`config.mk`:
```
export PLATFORM = sky130hd
export DESIGN_NAME = op_mode_clock_ctrl
export DESIGN_NICKNAME = d
export VERILOG_FILES = /design/src/hw/clk_mode_pkg.sv /design/src/hw/osc_start_timer.sv /design/src/hw/clk_divider.sv /design/src/hw/op_mode_clock_ctrl.sv
export SDC_FILE = /design/constraint.sdc
export NUM_CORES = 1
export LEC_CHECK = 0
export ABC_CLOCK_PERIOD_IN_PS = 3350
export BUFFER_PORTS_ARGS = -buffer_cell sky130_fd_sc_hd__buf_2
export CAP_MARGIN = 20
export CORE_ASPECT_RATIO = 1.25
export CORE_UTILIZATION = 59
export CTS_CLUSTER_DIAMETER = 50
export DETAILED_ROUTE_END_ITERATION = 12
export PLACE_DENSITY = 0.8
export SLEW_MARGIN = 20
export SYNTH_ARGS = -nofsm -noshare
export SYNTH_HDL_FRONTEND = slang
export SYNTH_SLANG_ARGS = --single-unit
```
`constraint.sdc`:
```
create_clock -name clock -period 3.35 [get_ports clock]
set_input_delay 0.335 -clock clock [delete_from_list [all_inputs] [get_ports clock]]
set_output_delay 0.335 -clock clock [all_outputs]
set_load 0.05 [all_outputs]
```
`src/hw/clk_mode_pkg.sv`:
```
package clk_mode_pkg;
    // Register indices on the plain register port
    localparam logic [1:0] ADDR_SYS_CLK_CTRL = 2'h0;
    localparam logic [1:0] ADDR_INT_FAST_CTRL = 2'h1;
    localparam logic [1:0] ADDR_EXT_FAST_CTRL = 2'h2;
    localparam logic [1:0] ADDR_EXT_SLOW_CTRL = 2'h3;
    // System clock control fields
    localparam int SEL_HI = 7;
    localparam int SEL_LO = 5;
    localparam int FAST_SRC_BIT = 3;
    localparam int SLOW_SRC_BIT = 2;
    localparam int FAST_IDLE_BIT = 1;
    localparam int SLOW_IDLE_BIT = 0;
    // Oscillator control fields, and the select code for slow mode
    localparam int OSC_EN_BIT = 0;
    localparam int OSC_RDY_BIT = 1;
    localparam int FREQ_HI = 3;
    localparam int FREQ_LO = 2;
    localparam int OSC_MODE_BIT = 2;
    localparam logic [2:0] SEL_SLOW = 3'h7;
    // Reset values
    localparam logic [7:0] SYS_CLK_CTRL_RST = 8'h00;
    localparam logic [7:0] INT_FAST_CTRL_RST = 8'h01;
    localparam logic [7:0] EXT_FAST_CTRL_RST = 8'h00;
    localparam logic [7:0] EXT_SLOW_CTRL_RST = 8'h00;
    // Crystal start-up delays
    localparam int CLK_MHZ = 125;
    localparam int SLOW_XTAL_START_US = 8;
    localparam int SLOW_XTAL_START_CYC = SLOW_XTAL_START_US * CLK_MHZ;
    localparam int FAST_XTAL_START_CYC = 16;
    localparam int CNT_W = 11;
    // Operating modes
    typedef enum logic [2:0] {
        MODE_FAST = 3'h0,
        MODE_SLOW = 3'h1,
        MODE_SLEEP = 3'h3,
        MODE_IDLE_SLOW_ONLY = 3'h2,
        MODE_IDLE_BOTH_CLOCKS = 3'h6,
        MODE_IDLE_FAST_ONLY = 3'h7
    } op_mode_t;
endpackage : clk_mode_pkg

```
`src/hw/osc_start_timer.sv`:
```
`timescale 1ns/1ps
`default_nettype none
// Start-up timer: ready rises a fixed count after enable, drops at once on disable
module osc_start_timer #(
    parameter int COUNT = 16
) (
    input wire logic clock,
    input wire logic rst_n,
    input wire logic enable,
    output logic ready
);
    import clk_mode_pkg::*;

    typedef struct packed {
        logic [CNT_W-1:0] cnt;
        logic rdy;
    } timer_state_t;

    timer_state_t state_reg;
    timer_state_t state_next;

    localparam logic [CNT_W-1:0] LAST = CNT_W'(COUNT - 1);

    // Count while enabled; a disable restarts the wait
    always_comb begin
        state_next = state_reg;
        if (!enable) begin
            state_next.cnt = '0;
            state_next.rdy = 1'b0;
        end else if (!state_reg.rdy) begin
            if (state_reg.cnt == LAST) begin
                state_next.rdy = 1'b1;
            end else begin
                state_next.cnt = state_reg.cnt + CNT_W'(1);
            end
        end
    end

    always_ff @(posedge clock or negedge rst_n) begin
        if (!rst_n) begin
            state_reg <= '0;
        end else begin
            state_reg <= state_next;
        end
    end

    assign ready = state_reg.rdy;
endmodule : osc_start_timer
`default_nettype wire

```
`src/hw/clk_divider.sv`:
```
`timescale 1ns/1ps
`default_nettype none
// Divides by 2**ratio_sel as a one-cycle enable, except code 7 which divides by 64; code 0 passes every cycle
module clk_divider (
    input wire logic clock,
    input wire logic rst_n,
    input wire logic run,
    input wire logic [2:0] ratio_sel,
    output logic tick
);
    typedef struct packed {
        logic [5:0] cnt;
        logic tick;
    } div_state_t;

    div_state_t state_reg;
    div_state_t state_next;
    logic [5:0] last;

    // Terminal count follows the select so a ratio change takes effect at once
    always_comb begin
        last = 6'((7'h01 << ratio_sel) - 7'h01);
        state_next = state_reg;
        state_next.tick = 1'b0;
        if (!run) begin
            state_next.cnt = '0;
        end else if (state_reg.cnt >= last) begin
            state_next.cnt = '0;
            state_next.tick = 1'b1;
        end else begin
            state_next.cnt = state_reg.cnt + 6'h01;
        end
    end

    always_ff @(posedge clock or negedge rst_n) begin
        if (!rst_n) begin
            state_reg <= '0;
        end else begin
            state_reg <= state_next;
        end
    end

    assign tick = state_reg.tick;
endmodule : clk_divider

```
`src/hw/op_mode_clock_ctrl.sv`:
```
// Our own choices: the address map and the strobed register port.
`timescale 1ns/1ps
`default_nettype none
// Notes on behaviour
// - Six modes: fast, slow running; sleep and three idle modes stop CPU.
// - Fast mode: system clock is fast clock divided 1..64 by select 000..110.
// - Select 111 gives slow mode, CPU on the low-speed sub clock.
// - Fast clock source is fast crystal or internal fast RC, by source bit.
// - Sub clock source is internal slow RC or slow crystal, by source bit.
// - In slow mode fast clock follows the selected oscillator's enable bit.
// - Halt with both idle enables low: sleep, CPU, fast and sub clocks off.
// - In sleep the low-frequency RC clock runs only while watchdog enabled.
// - Halt with fast idle low, slow idle high: CPU off, only sub clock.
// - Halt with both idle enables high: CPU off, all clocks keep running.
// - Halt with fast idle high, slow idle low: CPU and sub clock off.
// - System control: select 7:5, bit 4 unused, sources 3:2, idles 1:0.
// - Oscillator registers: bit 0 enable, bit 1 ready, extra field bits above.
// - Slow crystal is usable only after a start-up delay from enable.
module op_mode_clock_ctrl (
    input wire logic clock,
    input wire logic rst_n,
    input wire logic [1:0] reg_addr,
    input wire logic [7:0] reg_wdata,
    input wire logic reg_write,
    input wire logic reg_read,
    output logic [7:0] reg_rdata,
    input wire logic halt_req,
    input wire logic wake_req,
    input wire logic watchdog_enable,
    output clk_mode_pkg::op_mode_t op_mode,
    output logic cpu_clk_en,
    output logic sys_clk_tick,
    output logic sys_on_sub,
    output logic fast_clk_en,
    output logic fast_from_crystal,
    output logic sub_clk_en,
    output logic sub_from_crystal,
    output logic low_freq_rc_clock_en,
    output logic internal_fast_en,
    output logic external_fast_crystal_en,
    output logic external_slow_crystal_en,
    output logic [1:0] internal_fast_freq_select
);
    import clk_mode_pkg::*;

    typedef struct packed {
        logic [7:0] sys_ctrl;
        logic [7:0] ifast_ctrl;
        logic [7:0] xfast_ctrl;
        logic [7:0] xslow_ctrl;
        logic [7:0] rdata;
        op_mode_t mode;
        logic [2:0] held_sel;
        logic cpu_en;
        logic tick;
        logic on_sub;
        logic fast_en;
        logic fast_xtal;
        logic sub_en;
        logic sub_xtal;
        logic internal_slow_rc_osc_en;
        logic ifast_en;
        logic xfast_en;
        logic xslow_en;
        logic [1:0] freq_sel;
    } ctrl_state_t;

    ctrl_state_t state_reg;
    ctrl_state_t state_next;

    logic ifast_ready;
    logic xfast_ready;
    logic xslow_ready;
    logic div_tick;
    logic fast_src_ready;
    logic sub_src_ready;
    logic [2:0] sel;
    logic running;

    assign sel = state_reg.sys_ctrl[SEL_HI:SEL_LO];
    assign running = (state_reg.mode == MODE_FAST) || (state_reg.mode == MODE_SLOW);

    // Oscillator start-up; the internal RC settles quickly
    osc_start_timer #(.COUNT(2)) u_ifast_timer (
        .clock(clock),
        .rst_n(rst_n),
        .enable(state_reg.ifast_ctrl[OSC_EN_BIT]),
        .ready(ifast_ready)
    );

    osc_start_timer #(.COUNT(FAST_XTAL_START_CYC)) u_xfast_timer (
        .clock(clock),
        .rst_n(rst_n),
        .enable(state_reg.xfast_ctrl[OSC_EN_BIT]),
        .ready(xfast_ready)
    );

    osc_start_timer #(.COUNT(SLOW_XTAL_START_CYC)) u_xslow_timer (
        .clock(clock),
        .rst_n(rst_n),
        .enable(state_reg.xslow_ctrl[OSC_EN_BIT]),
        .ready(xslow_ready)
    );

    // Divider only runs in fast mode with the CPU clocked
    clk_divider u_div (
        .clock(clock),
        .rst_n(rst_n),
        .run(state_reg.mode == MODE_FAST && sel != SEL_SLOW),
        .ratio_sel(sel),
        .tick(div_tick)
    );

    // Internal slow RC always counts as ready; the crystal waits out its start-up
    assign fast_src_ready = state_reg.sys_ctrl[FAST_SRC_BIT] ? ifast_ready : xfast_ready;
    assign sub_src_ready = state_reg.sys_ctrl[SLOW_SRC_BIT] ? 1'b1 : xslow_ready;

    // Registers, mode sequencing and gating, all in one next-state pass
    always_comb begin
        state_next = state_reg;
        state_next.rdata = 8'h00;
        // Register writes; ready flags and unused bits are not writable
        if (reg_write) begin
            unique case (reg_addr)
                ADDR_SYS_CLK_CTRL: begin
                    state_next.sys_ctrl = reg_wdata & 8'hEF;
                end
                ADDR_INT_FAST_CTRL: begin
                    state_next.ifast_ctrl = {4'h0, reg_wdata[FREQ_HI:FREQ_LO], 1'b0,
                        reg_wdata[OSC_EN_BIT]};
                end
                ADDR_EXT_FAST_CTRL: begin
                    state_next.xfast_ctrl = {5'h00, reg_wdata[OSC_MODE_BIT], 1'b0,
                        reg_wdata[OSC_EN_BIT]};
                end
                ADDR_EXT_SLOW_CTRL: begin
                    state_next.xslow_ctrl = {5'h00, reg_wdata[OSC_MODE_BIT], 1'b0,
                        reg_wdata[OSC_EN_BIT]};
                end
            endcase
        end
        // Reads show live ready flags, one cycle later
        if (reg_read) begin
            unique case (reg_addr)
                ADDR_SYS_CLK_CTRL: state_next.rdata = state_reg.sys_ctrl;
                ADDR_INT_FAST_CTRL: state_next.rdata = state_reg.ifast_ctrl | {6'h00, ifast_ready, 1'b0};
                ADDR_EXT_FAST_CTRL: state_next.rdata = state_reg.xfast_ctrl | {6'h00, xfast_ready, 1'b0};
                ADDR_EXT_SLOW_CTRL: state_next.rdata = state_reg.xslow_ctrl | {6'h00, xslow_ready, 1'b0};
            endcase
        end

        // Mode: halt samples the idle enables and select; wake returns to running
        if (running) begin
            state_next.mode = (sel == SEL_SLOW) ? MODE_SLOW : MODE_FAST;
            if (halt_req) begin
                state_next.held_sel = sel;
                unique case (state_reg.sys_ctrl[FAST_IDLE_BIT:SLOW_IDLE_BIT])
                    2'b00: state_next.mode = MODE_SLEEP;
                    2'b01: state_next.mode = MODE_IDLE_SLOW_ONLY;
                    2'b11: state_next.mode = MODE_IDLE_BOTH_CLOCKS;
                    2'b10: state_next.mode = MODE_IDLE_FAST_ONLY;
                endcase
            end
        end else if (wake_req) begin
            state_next.mode = (sel == SEL_SLOW) ? MODE_SLOW : MODE_FAST;
        end

        // Clock gating per next mode
        state_next.cpu_en = 1'b0;
        state_next.on_sub = 1'b0;
        state_next.fast_en = 1'b0;
        state_next.sub_en = 1'b0;
        state_next.internal_slow_rc_osc_en = 1'b1;
        unique case (state_next.mode)
            MODE_FAST: begin
                state_next.cpu_en = 1'b1;
                state_next.fast_en = 1'b1;
                state_next.sub_en = 1'b1;
            end
            MODE_SLOW: begin
                state_next.cpu_en = 1'b1;
                state_next.on_sub = 1'b1;
                // Fast clock left to the selected oscillator's enable
                state_next.fast_en = state_reg.sys_ctrl[FAST_SRC_BIT] ?
                    state_reg.ifast_ctrl[OSC_EN_BIT] : state_reg.xfast_ctrl[OSC_EN_BIT];
                state_next.sub_en = 1'b1;
            end
            MODE_SLEEP: begin
                state_next.internal_slow_rc_osc_en = watchdog_enable;
            end
            MODE_IDLE_SLOW_ONLY: begin
                state_next.sub_en = 1'b1;
            end
            MODE_IDLE_BOTH_CLOCKS: begin
                state_next.fast_en = 1'b1;
                state_next.sub_en = 1'b1;
            end
            MODE_IDLE_FAST_ONLY: begin
                state_next.fast_en = 1'b1;
            end
        endcase
        // A gated clock is only passed on once its source is ready
        state_next.fast_en = state_next.fast_en & fast_src_ready;
        state_next.sub_en = state_next.sub_en & sub_src_ready;
        state_next.fast_xtal = ~state_reg.sys_ctrl[FAST_SRC_BIT];
        state_next.sub_xtal = ~state_reg.sys_ctrl[SLOW_SRC_BIT];
        state_next.tick = running && (sel != SEL_SLOW) && div_tick;
        state_next.ifast_en = state_reg.ifast_ctrl[OSC_EN_BIT];
        state_next.xfast_en = state_reg.xfast_ctrl[OSC_EN_BIT];
        state_next.xslow_en = state_reg.xslow_ctrl[OSC_EN_BIT];
        state_next.freq_sel = state_reg.ifast_ctrl[FREQ_HI:FREQ_LO];
    end

    always_ff @(posedge clock or negedge rst_n) begin
        if (!rst_n) begin
            state_reg <= '0;
            state_reg.sys_ctrl <= SYS_CLK_CTRL_RST;
            state_reg.ifast_ctrl <= INT_FAST_CTRL_RST;
            state_reg.xfast_ctrl <= EXT_FAST_CTRL_RST;
            state_reg.xslow_ctrl <= EXT_SLOW_CTRL_RST;
            state_reg.mode <= MODE_FAST;
        end else begin
            state_reg <= state_next;
        end
    end

    // Outputs straight from the state register
    assign reg_rdata = state_reg.rdata;
    assign op_mode = state_reg.mode;
    assign cpu_clk_en = state_reg.cpu_en;
    assign sys_clk_tick = state_reg.tick;
    assign sys_on_sub = state_reg.on_sub;
    assign fast_clk_en = state_reg.fast_en;
    assign fast_from_crystal = state_reg.fast_xtal;
    assign sub_clk_en = state_reg.sub_en;
    assign sub_from_crystal = state_reg.sub_xtal;
    assign low_freq_rc_clock_en = state_reg.internal_slow_rc_osc_en;
    assign internal_fast_en = state_reg.ifast_en;
    assign external_fast_crystal_en = state_reg.xfast_en;
    assign external_slow_crystal_en = state_reg.xslow_en;
    assign internal_fast_freq_select = state_reg.freq_sel;

    // Halt with both idle enables low lands in sleep next cycle
    a_sleep_entry: assert property (@(posedge clock) disable iff (!rst_n)
        running && halt_req && state_reg.sys_ctrl[1:0] == 2'b00 |=> op_mode == MODE_SLEEP)
        else $error("sleep not entered");
    a_idle_slow: assert property (@(posedge clock) disable iff (!rst_n)
        running && halt_req && state_reg.sys_ctrl[1:0] == 2'b01
        |=> op_mode == MODE_IDLE_SLOW_ONLY && !fast_clk_en)
        else $error("idle slow-only wrong");
    a_idle_both: assert property (@(posedge clock) disable iff (!rst_n)
        running && halt_req && state_reg.sys_ctrl[1:0] == 2'b11
        |=> op_mode == MODE_IDLE_BOTH_CLOCKS && low_freq_rc_clock_en)
        else $error("idle both wrong");
    a_idle_fast: assert property (@(posedge clock) disable iff (!rst_n)
        running && halt_req && state_reg.sys_ctrl[1:0] == 2'b10
        |=> op_mode == MODE_IDLE_FAST_ONLY && !sub_clk_en)
        else $error("idle fast-only wrong");
    a_cpu_off: assert property (@(posedge clock) disable iff (!rst_n)
        (op_mode != MODE_FAST && op_mode != MODE_SLOW) |-> !cpu_clk_en)
        else $error("cpu clocked while halted");
    a_sleep_internal_slow_rc_osc: assert property (@(posedge clock) disable iff (!rst_n)
        op_mode == MODE_SLEEP && $past(state_next.mode) == MODE_SLEEP
        |-> low_freq_rc_clock_en == $past(watchdog_enable))
        else $error("sleep low-freq clock wrong");
    a_slow_select: assert property (@(posedge clock) disable iff (!rst_n)
        running && !halt_req && sel == SEL_SLOW |=> sys_on_sub && !sys_clk_tick)
        else $error("slow mode not on sub clock");
    a_sleep_gates: assert property (@(posedge clock) disable iff (!rst_n)
        op_mode == MODE_SLEEP |-> !fast_clk_en && !sub_clk_en)
        else $error("clocks on in sleep");
    a_xtal_delay: assert property (@(posedge clock) disable iff (!rst_n)
        $rose(state_reg.xslow_ctrl[0]) |-> !xslow_ready [*8])
        else $error("slow crystal ready too early");
    a_unused_bit: assert property (@(posedge clock) disable iff (!rst_n)
        !state_reg.sys_ctrl[4])
        else $error("unused bit set");

    // Fast mode clocks the CPU straight from the divided fast clock
    a_fast_mode: assert property (@(posedge clock) disable iff (!rst_n)
        $past(rst_n) && op_mode == MODE_FAST |-> cpu_clk_en && !sys_on_sub)
        else $error("fast mode gating wrong");

    // Slow mode runs the CPU on the sub clock, no divided ticks
    a_slow_mode: assert property (@(posedge clock) disable iff (!rst_n)
        op_mode == MODE_SLOW |-> cpu_clk_en && sys_on_sub && !sys_clk_tick)
        else $error("slow mode gating wrong");

    // Source flags track the inverted source bits one cycle late
    a_fast_source: assert property (@(posedge clock) disable iff (!rst_n)
        $past(rst_n) |-> fast_from_crystal == !$past(state_reg.sys_ctrl[FAST_SRC_BIT]))
        else $error("fast source flag wrong");

    a_sub_source: assert property (@(posedge clock) disable iff (!rst_n)
        $past(rst_n) |-> sub_from_crystal == !$past(state_reg.sys_ctrl[SLOW_SRC_BIT]))
        else $error("sub source flag wrong");

    // In slow mode the fast clock is left to the chosen oscillator's enable
    a_slow_fast_clk: assert property (@(posedge clock) disable iff (!rst_n)
        op_mode == MODE_SLOW |-> fast_clk_en == ($past(fast_src_ready) &&
        $past(state_reg.sys_ctrl[FAST_SRC_BIT] ? state_reg.ifast_ctrl[OSC_EN_BIT] :
        state_reg.xfast_ctrl[OSC_EN_BIT])))
        else $error("slow mode fast clock wrong");

    // Low-frequency RC only stops in sleep, apart from the first cycle out of reset, which loads it off
    a_internal_slow_rc_osc_awake: assert property (@(posedge clock) disable iff (!rst_n)
        $past(rst_n) && op_mode != MODE_SLEEP |-> low_freq_rc_clock_en)
        else $error("low-freq clock off outside sleep");

    // A halt while halted must not move the mode
    a_halt_held: assert property (@(posedge clock) disable iff (!rst_n)
        !running && halt_req && !wake_req |=> op_mode == $past(op_mode))
        else $error("mode moved on repeated halt");

    // Wake always lands in a running mode with the CPU clocked
    a_wake_return: assert property (@(posedge clock) disable iff (!rst_n)
        !running && wake_req |=> (op_mode == MODE_FAST || op_mode == MODE_SLOW) && cpu_clk_en)
        else $error("wake did not resume");

    // Frequency field and internal enable reach their pins one cycle late
    a_freq_follow: assert property (@(posedge clock) disable iff (!rst_n)
        $past(rst_n) |-> internal_fast_freq_select == $past(state_reg.ifast_ctrl[FREQ_HI:FREQ_LO]))
        else $error("frequency select wrong");

    a_ifast_enable: assert property (@(posedge clock) disable iff (!rst_n)
        $past(rst_n) |-> internal_fast_en == $past(state_reg.ifast_ctrl[OSC_EN_BIT]))
        else $error("internal fast enable wrong");
endmodule : op_mode_clock_ctrl
`default_nettype wire

```
==> impl_results.md, run 1 <==
* Run status: completed
* Switching Fraction at 34.3%
* Power Total at roughly 0.0025 W
* Met1 wire length at 3190 um
* Clock transition at path regs at about 0.080 ns
* RD Place Congestion at 0.791
* Global route overflow at 0
* Post-CTS Hold Fix Bufs at 0
* Worst-Skew Late Latency at around 0.35 ns
* EDFF count, synth at 0
* Startpoint types: flip-flop
* Die height at 93.1 um
* H-Tree Depth at 3
* PwrDens at 579 nW/um2
* Die width at 74.9 um
* Hold slack at 0.140 ns
* DP HPWL at 4870 um
* Mean Syn Cell Area at 11.1 um2
* Highest metal used: met4
* Max clock buf depth at 2
* Hold/Removal Path Class: input port to asynchronous set/reset pin
* Final WL at 7100 um
* Root buf cell: clkbuf_8
* CTS resizes at 0
* Setup violations, final at 0
* Share of cells above drive strength 1 at about a fifth
* Fmax at 0.381 GHz
* Total leakage power at 1.99 nW
* Largest net degree at the start of global routing at 81
* Clock sink count at 80
* Ratio of final minimum period to clock period at 78.3%
* First-pass DRT Iterations at 4
* Via count at 2,655
* Clock Power Share at 25.4%
* Core area at approximately 6300 um2
* Min Tclk post-route at 2.62 ns
* Most frequent cells in the layout: 79 x dfrtp_1, 37 x buf_2, 26 x and2_1
* Top post-synthesis cells by area: dfrtp_1 50%, and2_1 4.2%, ha_1 3.8%
* Setup crit end kind: flip-flop
* Endpoints failing hold at 0
* Crit Path Max Fanout at 8
* Peak VDD IR at 0.365 mV
* Pins Over Slew Limit at 0
* Initial antenna violation count at 0
* Synth Net Count at 381
* Max_cap viols at 0
* Library cells used by synthesis at 48
* First-pass GRT wire length at 12,100 um
* Max_slew headroom at 35.3%
* Share of the synthesized area in the top cell type at between 50% and 60%
* WP data arrival at 2.90 ns
* Metal2 WL at about 3500 um
* Worst Skew at 0.00969 ns
* Critical Path RT at approximately 3.6 ns
* Postcts setup bufs at 0
* Sw power at 0.000848 W
* Wire per inst at 15.0 um
* Cells after Synth at 352
* Clock buffer count from CTS at 9
* Total Negative Setup Slacks at 0 ns
* P&R area growth vs syn at 9.01%
* Die area at 6970 um2
* NumNets Final at 412
* Number of global-route vias before repair at between 2k and 3k
* Yosys reg bits at 80
* Internal power at 0.00162 W
* Most common cell after layout, fill and taps aside: dfrtp_1
* Crit Path Class: flip-flop to flip-flop
* Dominant cell type by area after synthesis: dfrtp_1
* CTS tree: built
* Unrepaired setup endpoints after global routing: no
* Vias per inst at 5.61
* Syn Std Cell Area at 3920 um2
* Initial Util at 62.3%
* Residual DRC at 0
* # IOs at 41
* # rows at 32
* Synth Flop Type: dfrtp_1
* Sequential element share of the synthesized area at 51.2%
* Combinational power share at 24.9%
* Yosys warning count at 0
* Worst-Margin Slew at between 0.9 and 1 ns
* Portion of total power attributed to sequential cells at 49.7%
* Gr usage total at 23.3%
* Routed Antenna Nets at 0
* # diodes at 0
* Routed length on met3 at 244 um
* Port-buffer cells at 38
* Share of synthesized registers carrying an async set or reset at 100%
* Initial drt markers at between 100 and 150
power by group through the flow:
stage / sequential [W] / combinational (W) / clock (W)
after floorplan: 0.00128 / 0.000446 / 0
after global placement: 0.00124 / 0.000595 / 0
after detailed placement: 0.00125 / 0.000617 / 0
after CTS: 0.00123 / 0.000623 / 0.000646
after global routing: 0.00125 / 0.000684 / 0.000680
final: 0.00123 / 0.000616 / 0.000627
synthesized netlist by cell type, drive strengths merged (2+ instances only):
| cell | instances |
|---|---|
| nand3 | 15 |
| and2 | 26 |
| inv | 13 |
| ha | 12 |
| xor2 | 13 |
| o31ai | 3 |
| nor3 | 18 |
| dfrtp | 79 |
| nor4 | 7 |
| buf | 16 |
| nand3b | 4 |
| a31oi | 4 |
| o211a | 2 |
| nand2 | 23 |
| mux2 | 11 |
| nand4b | 6 |
| mux4 | 3 |
| xnor2 | 14 |
| nand4 | 5 |
| nor3b | 3 |
| mux2i | 3 |
| and4 | 2 |
| a21boi | 3 |
| and3 | 3 |
| o21ai | 14 |
| clkbuf | 3 |
| nor2b | 9 |
| or3 | 4 |
| nand2b | 7 |
| a21oi | 6 |
| nor2 | 9 |
path summary, 6_finish.rpt:
kind | depth (start not counted) | from | slack, ns | endpoint
setup / recovery | 9 | sel[0] | 0.73 | u_div.tick
setup reg to reg | 9 | sel[0] | 0.73 | u_div.tick
min in group clock | 3 | watchdog_enable | 0.19 | low_freq_rc_clock_en
max in group asynchronous | 1 | rst_n | 2.59 | u_div.state_reg[5]
hold reg to reg | 0 | state_next[1] | 0.42 | internal_fast_freq_select[1]
hold / removal | 1 | rst_n | 0.14 | u_xslow_timer.state_reg[9]
routing by layer:
metal  track usage, %  up-vias
met5                0        -
li1                 -     1285
met2             37.5       57
met3             4.74       17
met1             28.8     1296
met4             13.1        0
cells by family (layout without fill, tap and decap cells):
group                    Yosys count  after routing  synth area share, %
adder cells (fa/ha/maj)           12             12                 3.83
flip-flops                        80             80                 51.2
XOR/XNOR                          27             27                 6.04
AO/OA/AOI/OAI                     38             38                 6.61
other                              1              1               0.0958
multiplexers                      17             17                 5.65
AND/OR/NAND/NOR                  145            145                 22.2
buffers and inverters             32             68                 4.41
through the flow:
| step | util, % | cells | setup WS (ns) | instance area [um2] |
|---|---|---|---|---|
| 6_report | 67.9 | 473 | 0.728 | 4270 |
| 5_1_grt | 67.9 | 473 | 0.507 | 4270 |
| 4_1_cts | 67.9 | 473 | 0.740 | 4270 |
| 3_5_place_dp | 65.2 | 457 | 0.755 | 4100 |
| 3_3_place_gp | 65.2 | 457 | 0.829 | 4100 |
| 2_1_floorplan | - | 352 | 1.01 | 3920 |
critical path: stages, from the launching register on:
cell	delay, ns
dfrtp_1	0.45
or3_1	0.44
ha_1	0.26
nor3_1	0.16
a21o_1	0.11
a21oi_1	0.06
ha_1	0.27
nand2_1	0.08
o311ai_2	0.53
nor2b_1	0.19
final cells by class:
class,count,area (um2)
repair buffers,39,200
multi-input cells,240,1740
well taps,85,106
clock buffers,16,170
flip-flops and latches,80,2000
inverters,13,48.8
fillers,504,2020
Power figures use the tool's default switching activity.
==> run 2, diff against run 1 <==
Settings changed: ABC_AREA set to 1, ABC_CLOCK_PERIOD_IN_PS 3350 to 2360, CORE_UTILIZATION 59 to 53, PLACE_DENSITY 0.8 to 0.76.
Clock period 3.35 ns to 2.36 ns, I/O delays scaled along.
==> run 2 against run 1 <==
  * Worst hold slack worse by 0.053 ns
  * Fmax up 20%
  * Synthesized area increased by 6.6%
==> impl_results.md, run 2 <==
* Run status: completed
* Dominant cell type by area after synthesis: dfrtp_1
* Peak VDD IR at roughly 0.49 mV
* Total Negative Setup Slacks at 0 ns
* Most frequent cells in the layout: 116 x nand2_1, 77 x dfrtp_1, 63 x inv_1
* List of most frequent post-synthesis cells: 117 x nand2_1, 79 x dfrtp_1, 65 x inv_1
* Global route overflow at 0
* Yosys warning count at 0
* Mean Syn Cell Area at 8.12 um2
* WP data arrival at 2.47 ns
* Syn Std Cell Area at 4170 um2
* EDFF count, synth at 0
* Unrepaired setup endpoints after global routing: no
* Die width at just over 80 um
* Yosys reg bits at 80
* Routed Antenna Nets at 0
* Worst-Skew Late Latency at between 0.3 and 0.4 ns
* Top post-synthesis cells by area: dfrtp_1 47%, nand2_1 11%, inv_1 5.8%
* Number of global-route vias before repair at between 3k and 4k
* Worst Path Buf+Inv at 1
* Root buf cell: clkbuf_8
* Port-buffer cells at 38
* Initial antenna violation count at 0
* PwrDens at 753 nW/um2
* Clock buffer count from CTS at 9
* Max clock buf depth at 2
* Library cells used by synthesis at between 40 and 50
* Cells after Synth at 514
* Core area at 7490 um2
* Clock sink count at 80
* Count leader, synth: nand2_1
* Worst Skew at 0.0113 ns
* Crit Path Class: flip-flop to flip-flop
* Worst-Margin Slew at about 0.53 ns
* Max_cap viols at 0
* Share of synthesized registers carrying an async set or reset at 100%
* Placed insts at 625
* Share of cells above drive strength 1 at 15.0%
* Layout Cells excl Fill at approximately 640
* Hold/Removal Path Class: input port to flip-flop
* Wire per inst at 13.2 um
* Die area at a little over 8000 um2
* Synth Net Count at 543
* Endpoints failing hold at 0
* Critical Path RT at 2.65 ns
* Initial Util at 55.7%
* Setup violations, final at 0
* DP HPWL at 6180 um
* H-Tree Depth at 3
* Startpoint types: flip-flop
* Residual DRC at 0
* Pre-CTS setup slack at 0.0916 ns
* PnR worst setup slack at about 0.18 ns
* # rows at 35
* Crit Path Max Fanout at 6
* # diodes at 0
* CTS tree: built
* First-pass GRT wire length at between 10,000 and 15,000 um
* Total leakage power at 2.26 nW
* Ratio of final minimum period to clock period at 92.4%
* Sequential element share of the synthesized area at 48.0%
* Post-Place Cell Area at 4370 um2
* Max_slew headroom at 64.5%
* Final WL at approximately 8500 um
* Largest net degree at the start of global routing at 46
* First-pass DRT Iterations at 4
* CP max stage cell: dfrtp_1
* Fmax at 0.458 GHz
* Clock transition at path regs at ~0.090 ns
* P&R area growth vs syn at 9.92%
* Via count at 3,463
* NumNets Final at 576
* Die height at 101 um
* CP max stage delay at about 0.43 ns
* # IOs at 41
* RD Place Congestion at between 0.8 and 0.9
* Min Tclk post-route at about 2.2 ns
* Gr usage total at between 20% and 30%
* Setup crit end kind: flip-flop
* Pins Over Slew Limit at 0
* Crit path cell chain: inv_2, nand3_1, ha_2, o21ai_0, a21oi_1, a31oi_1, ha_1, nand2_1, nor2_1, o21ai_0, nand4_1, nor2_1
* Most common cell after layout, fill and taps aside: nand2_1
* Initial drt markers at 185
* Share of the synthesized area in the top cell type at a little under half
* Vias per inst at 5.38
* Cell family with most CP delay: simple AND/OR/NAND/NOR gates
* Post-route cell area at 4590 um2
* Synth Flop Type: dfrtp_1
-- run 2: repair_timing --
action,CTS,global route
hold buffers,1,0
setup endpoints to repair,0,6
buffers inserted,0,2
gates resized for setup,0,8
hold endpoints to repair,34,0
-- run 2: kinds of logic (layout without fill, tap and decap cells) --
family                   Yosys count  after routing  share of synthesized area, %
AND/OR/NAND/NOR                  260            260                          28.1
XOR/XNOR                           6              6                          1.26
AO/OA/AOI/OAI                     65             65                          9.23
multiplexers                       1              1                         0.270
adder cells (fa/ha/maj)           12             12                          3.60
other                              1              1                        0.0898
flip-flops                        80             80                          48.0
buffers and inverters             89            127                          9.50
-- run 2: final cells by class --
class / count / area, um2
fillers: 677 / 2900
flip-flops and latches: 80 / 2010
multi-input cells: 345 / 1790
inverters: 68 / 256
repair buffers: 43 / 245
clock buffers: 9 / 124
well taps: 92 / 115
clock inverters: 7 / 55.1
-- run 2: worst paths after layout --
path                                                end  slack [ns]             from  depth (start not counted)
setup / recovery                     u_div.state_reg[3]        0.18           sel[2]                         12
hold / removal                     low_freq_rc_clock_en        0.09  watchdog_enable                          3
setup reg to reg                     u_div.state_reg[3]        0.18           sel[2]                         12
hold reg to reg            internal_fast_freq_select[1]        0.44    state_next[1]                          0
max in group asynchronous    u_ifast_timer.state_reg[4]        1.41            rst_n                          3
min in group asynchronous    u_xfast_timer.state_reg[9]        0.37            rst_n                          2
-- run 2: where the power goes --
| part | internal [W] | switching [W] | leakage [nW] |
|---|---|---|---|
| registers | 0.00153 | 0.000155 | 1.05 |
| logic | 0.000238 | 0.000620 | 1.13 |
| clock network | 0.000390 | 0.000525 | 0.0862 |
-- run 2: through the flow --
stage          hold WS (ns)  utilization, %  power [W]
2_1_floorplan       -0.0596               -    0.00235
3_3_place_gp          0.224            58.3    0.00252
3_5_place_dp          0.226            58.3    0.00255
4_1_cts              0.0744            60.9    0.00348
5_1_grt               0.110            61.3    0.00367
6_report             0.0863            61.3    0.00346
-- run 2: tightest hold or removal path, cell delays in order --
cell	delay [ns]
buf_2	0.08
nor2_1	0.04
nand2_1	0.05
-- run 2: metal layers --
metal / track usage [%] / vias to the layer above / share of wire [%] / routed length (um)
met2: 39.7 / 82 / 51 / 4320
li1: - / 1745 / - / -
met1: 26.6 / 1620 / 43 / 3670
met3: 3.42 / 16 / 4.1 / 346
met5: 0 / - / 0 / 0
met4: 11.4 / 0 / 2.0 / 169
==> run 3, diff against run 2 <==
Settings changed: CORE_UTILIZATION 53 to 54, PLACE_DENSITY 0.76 to 0.77, SYNTH_HIERARCHICAL set to 1.
==> run 3 against run 2 <==
  * Setup slack improved by 0.59 ns
  * Sequential power hardly changed
  * Flip-flop and latch count unchanged
  * Clock skew up 0.0022 ns
  * Power is 1.7% lower
  * Register-to-register slack improved by 0.59 ns
  * Fmax is 37% higher
  * Critical path depth down 5
  * Cell count increased by 2.2%
  * Global-route usage down 1.3 points
  * Critical path type unchanged
  * Highest routed layer unchanged
==> impl_results.md, run 3 <==
* Run status: completed
* Clock sink count at 80
* Post-CTS Hold Fix Bufs at 1
* Hold slack at 0.0892 ns
* Sequential element share of the synthesized area at 46.5%
* Root buf cell: clkbuf_8
* Unrepaired setup endpoints after global routing: no
* Initial Util at a little under three fifths
* Mean Syn Cell Area at between 8 and 9 um2
* Critical Path RT at between 2 and 3 ns
* Dominant cell type by area after synthesis: dfrtp_1
* Global route overflow at 0
* Final-layout fill cell count at 708
* WP data arrival at ~1.9 ns
* RD Place Congestion at between 0.7 and 0.8
* Hold/Removal Path Class: input port to flip-flop
* Syn Std Cell Area at about 4300 um2
* Worst-Margin Slew at 0.525 ns
* Die height at 102 um
* Initial antenna violation count at 0
* Crit Path Max Fanout at 8
* Most common cell after layout, fill and taps aside: nand2_1
* # rows at 36
* Synth Net Count at 559
* Worst Skew at between 0.01 and 0.015 ns
* # IOs at 41
* Largest net degree at the start of global routing at 43
* Library cells used by synthesis at 42
* Worst-Skew Late Latency at approximately 0.35 ns
* CTS resizes at 0
* Max clock buf depth at 2
* # diodes at 0
* Setup violations, final at 0
* NumNets Final at between 500 and 600
* Startpoint types: flip-flop
* First-pass DRT Iterations at 5
* Yosys reg bits at 80
* DP HPWL at 5890 um
* Hold path cells at 3
* Clock buffer count from CTS at 9
* Ratio of final minimum period to clock period at 67.5%
* Pins Over Slew Limit at 0
* Hold Startpoint: watchdog_enable
* Reg-to-Reg End: u_div/state_reg[6]
* Clock transition at path regs at 0.09 ns
* Number of global-route vias before repair at between 3k and 4k
* Max_slew headroom at 65.0%
* Hold EP: low_freq_rc_clock_en
* Postcts setup bufs at 0
* Final WL at 8260 um
* Peak VDD IR at 0.477 mV
* PwrDens at ~730 nW/um2
* Share of synthesized registers carrying an async set or reset at 100%
* Crit Path Class: flip-flop to flip-flop
* Min Tclk post-route at 1.59 ns
* P&R area growth vs syn at 7.69%
* Gr usage total at 21.4%
* Residual DRC at 0
* CTS tree: built
* Initial drt markers at 247
* Fmax at 0.628 GHz
* Setup crit end kind: flip-flop
* Total Negative Setup Slacks at 0 ns
* Share of the synthesized area in the top cell type at 45.9%
* Routed Antenna Nets at 0
* Die width at 81.9 um
* Cells after Synth at 531
* Top post-synthesis cells by area: dfrtp_1 46%, nand2_1 11%, nand3_1 6.6%
* Port-buffer cells at 38
* Max_cap viols at 0
* Via count at 3,523
* Endpoints failing hold at 0
* EDFF count, synth at 0
* Most frequent cells in the layout: 121 x nand2_1, 79 x dfrtp_1, 61 x inv_1
* Vias per inst at between 5 and 6
* Wire per inst at 12.5 um
* H-Tree Depth at 3
* RR Startpoint: sel[1]
* Synth Flop Type: dfrtp_1
* Die area at about 8300 um2
* Yosys warning count at 6
* Worst r2r path cells at 7
* First-pass GRT wire length at 13,800 um
* Count leader, synth: nand2_1
* R2R setup slack at ~0.77 ns
* Share of cells above drive strength 1 at between 15 and 20%
* Total leakage power at 2.35 nW
* Core area at 7750 um2
* List of most frequent post-synthesis cells: 121 x nand2_1, 79 x dfrtp_1, 61 x inv_1
-- run 3: changes by cell type in the layout (fill, tap and decap cells not counted), sizes merged, moves of 3 or more --
cell | previous run | this run
o21ai | 40 | 31
or2 | 1 | 4
nor3 | 11 | 4
nand3 | 45 | 61
nand2 | 120 | 127
o21bai | 1 | 4
nor2 | 49 | 58
a21oi | 12 | 8
-- run 3: power breakdown --
| part | total [W] | internal (W) | switching, W |
|---|---|---|---|
| clock network | 0.000882 | 0.000379 | 0.000503 |
| logic | 0.000843 | 0.000227 | 0.000616 |
| registers | 0.00167 | 0.00152 | 0.000155 |
| total | 0.00340 | 0.00212 | 0.00127 |
-- run 3: per-layer routing --
layer | share of wire, % | GRT usage, %
met5 | 0 | 0
met4 | 2.4 | 11.9
met1 | 45 | 27.6
met2 | 48 | 34.6
met3 | 3.9 | 2.59
-- run 3: logic make-up after synthesis --
logic type / count (synthesis) / synth area share (%)
multiplexers: 2 / 0.580
other: 1 / 0.0870
buffers and inverters: 94 / 10.5
AND/OR/NAND/NOR: 286 / 30.7
AO/OA/AOI/OAI: 53 / 7.60
flip-flops: 80 / 46.5
XOR/XNOR: 4 / 0.813
adder cells (fa/ha/maj): 11 / 3.19
-- run 3: worst max path at each step --
stage           start                  to  slack [ns]  cells after the start
6_report       sel[1]  u_div/state_reg[6]        0.77                      7
5_1_grt        sel[1]  u_div/state_reg[1]        0.60                      7
4_1_cts        sel[1]  u_div/state_reg[1]        0.76                      7
3_5_place_dp   sel[1]  u_div/state_reg[1]        0.77                      7
3_3_place_gp   sel[1]  u_div/state_reg[3]        0.83                      7
2_1_floorplan  sel[1]  u_div/state_reg[1]        0.98                      7
-- run 3: cell type report --
class	count	area, um2	share of cell area, %
tap	95	119	2.56
clock inverter	7	48.8	1.05
inverter	69	264	5.69
clock buffer	9	124	2.67
multi-input combinational	357	1850	39.9
sequential	80	2000	43.1
timing repair buffer	41	230	4.96
-- run 3: per-stage QoR --
stage | worst slack [ns] | cell area [um2] | utilization [%] | power, W | std cells
after detailed placement | 0.769 | 4460 | 57.6 | 0.00255 | 641
after global placement | 0.831 | 4460 | 57.6 | 0.00252 | 641
after global routing | 0.599 | 4640 | 59.9 | 0.00359 | 658
after floorplan | 0.981 | 4310 | - | 0.00238 | 531
final | 0.767 | 4640 | 59.9 | 0.00340 | 658
after CTS | 0.760 | 4640 | 59.9 | 0.00344 | 658
-- run 3: critical path, stage by stage, from the launching register on --
cell	delay, ns
dfrtp_1	0.47
o21ai_0	0.22
ha_1	0.26
nand2_1	0.08
inv_1	0.05
a21oi_2	0.16
nand3_2	0.17
nor2_1	0.12
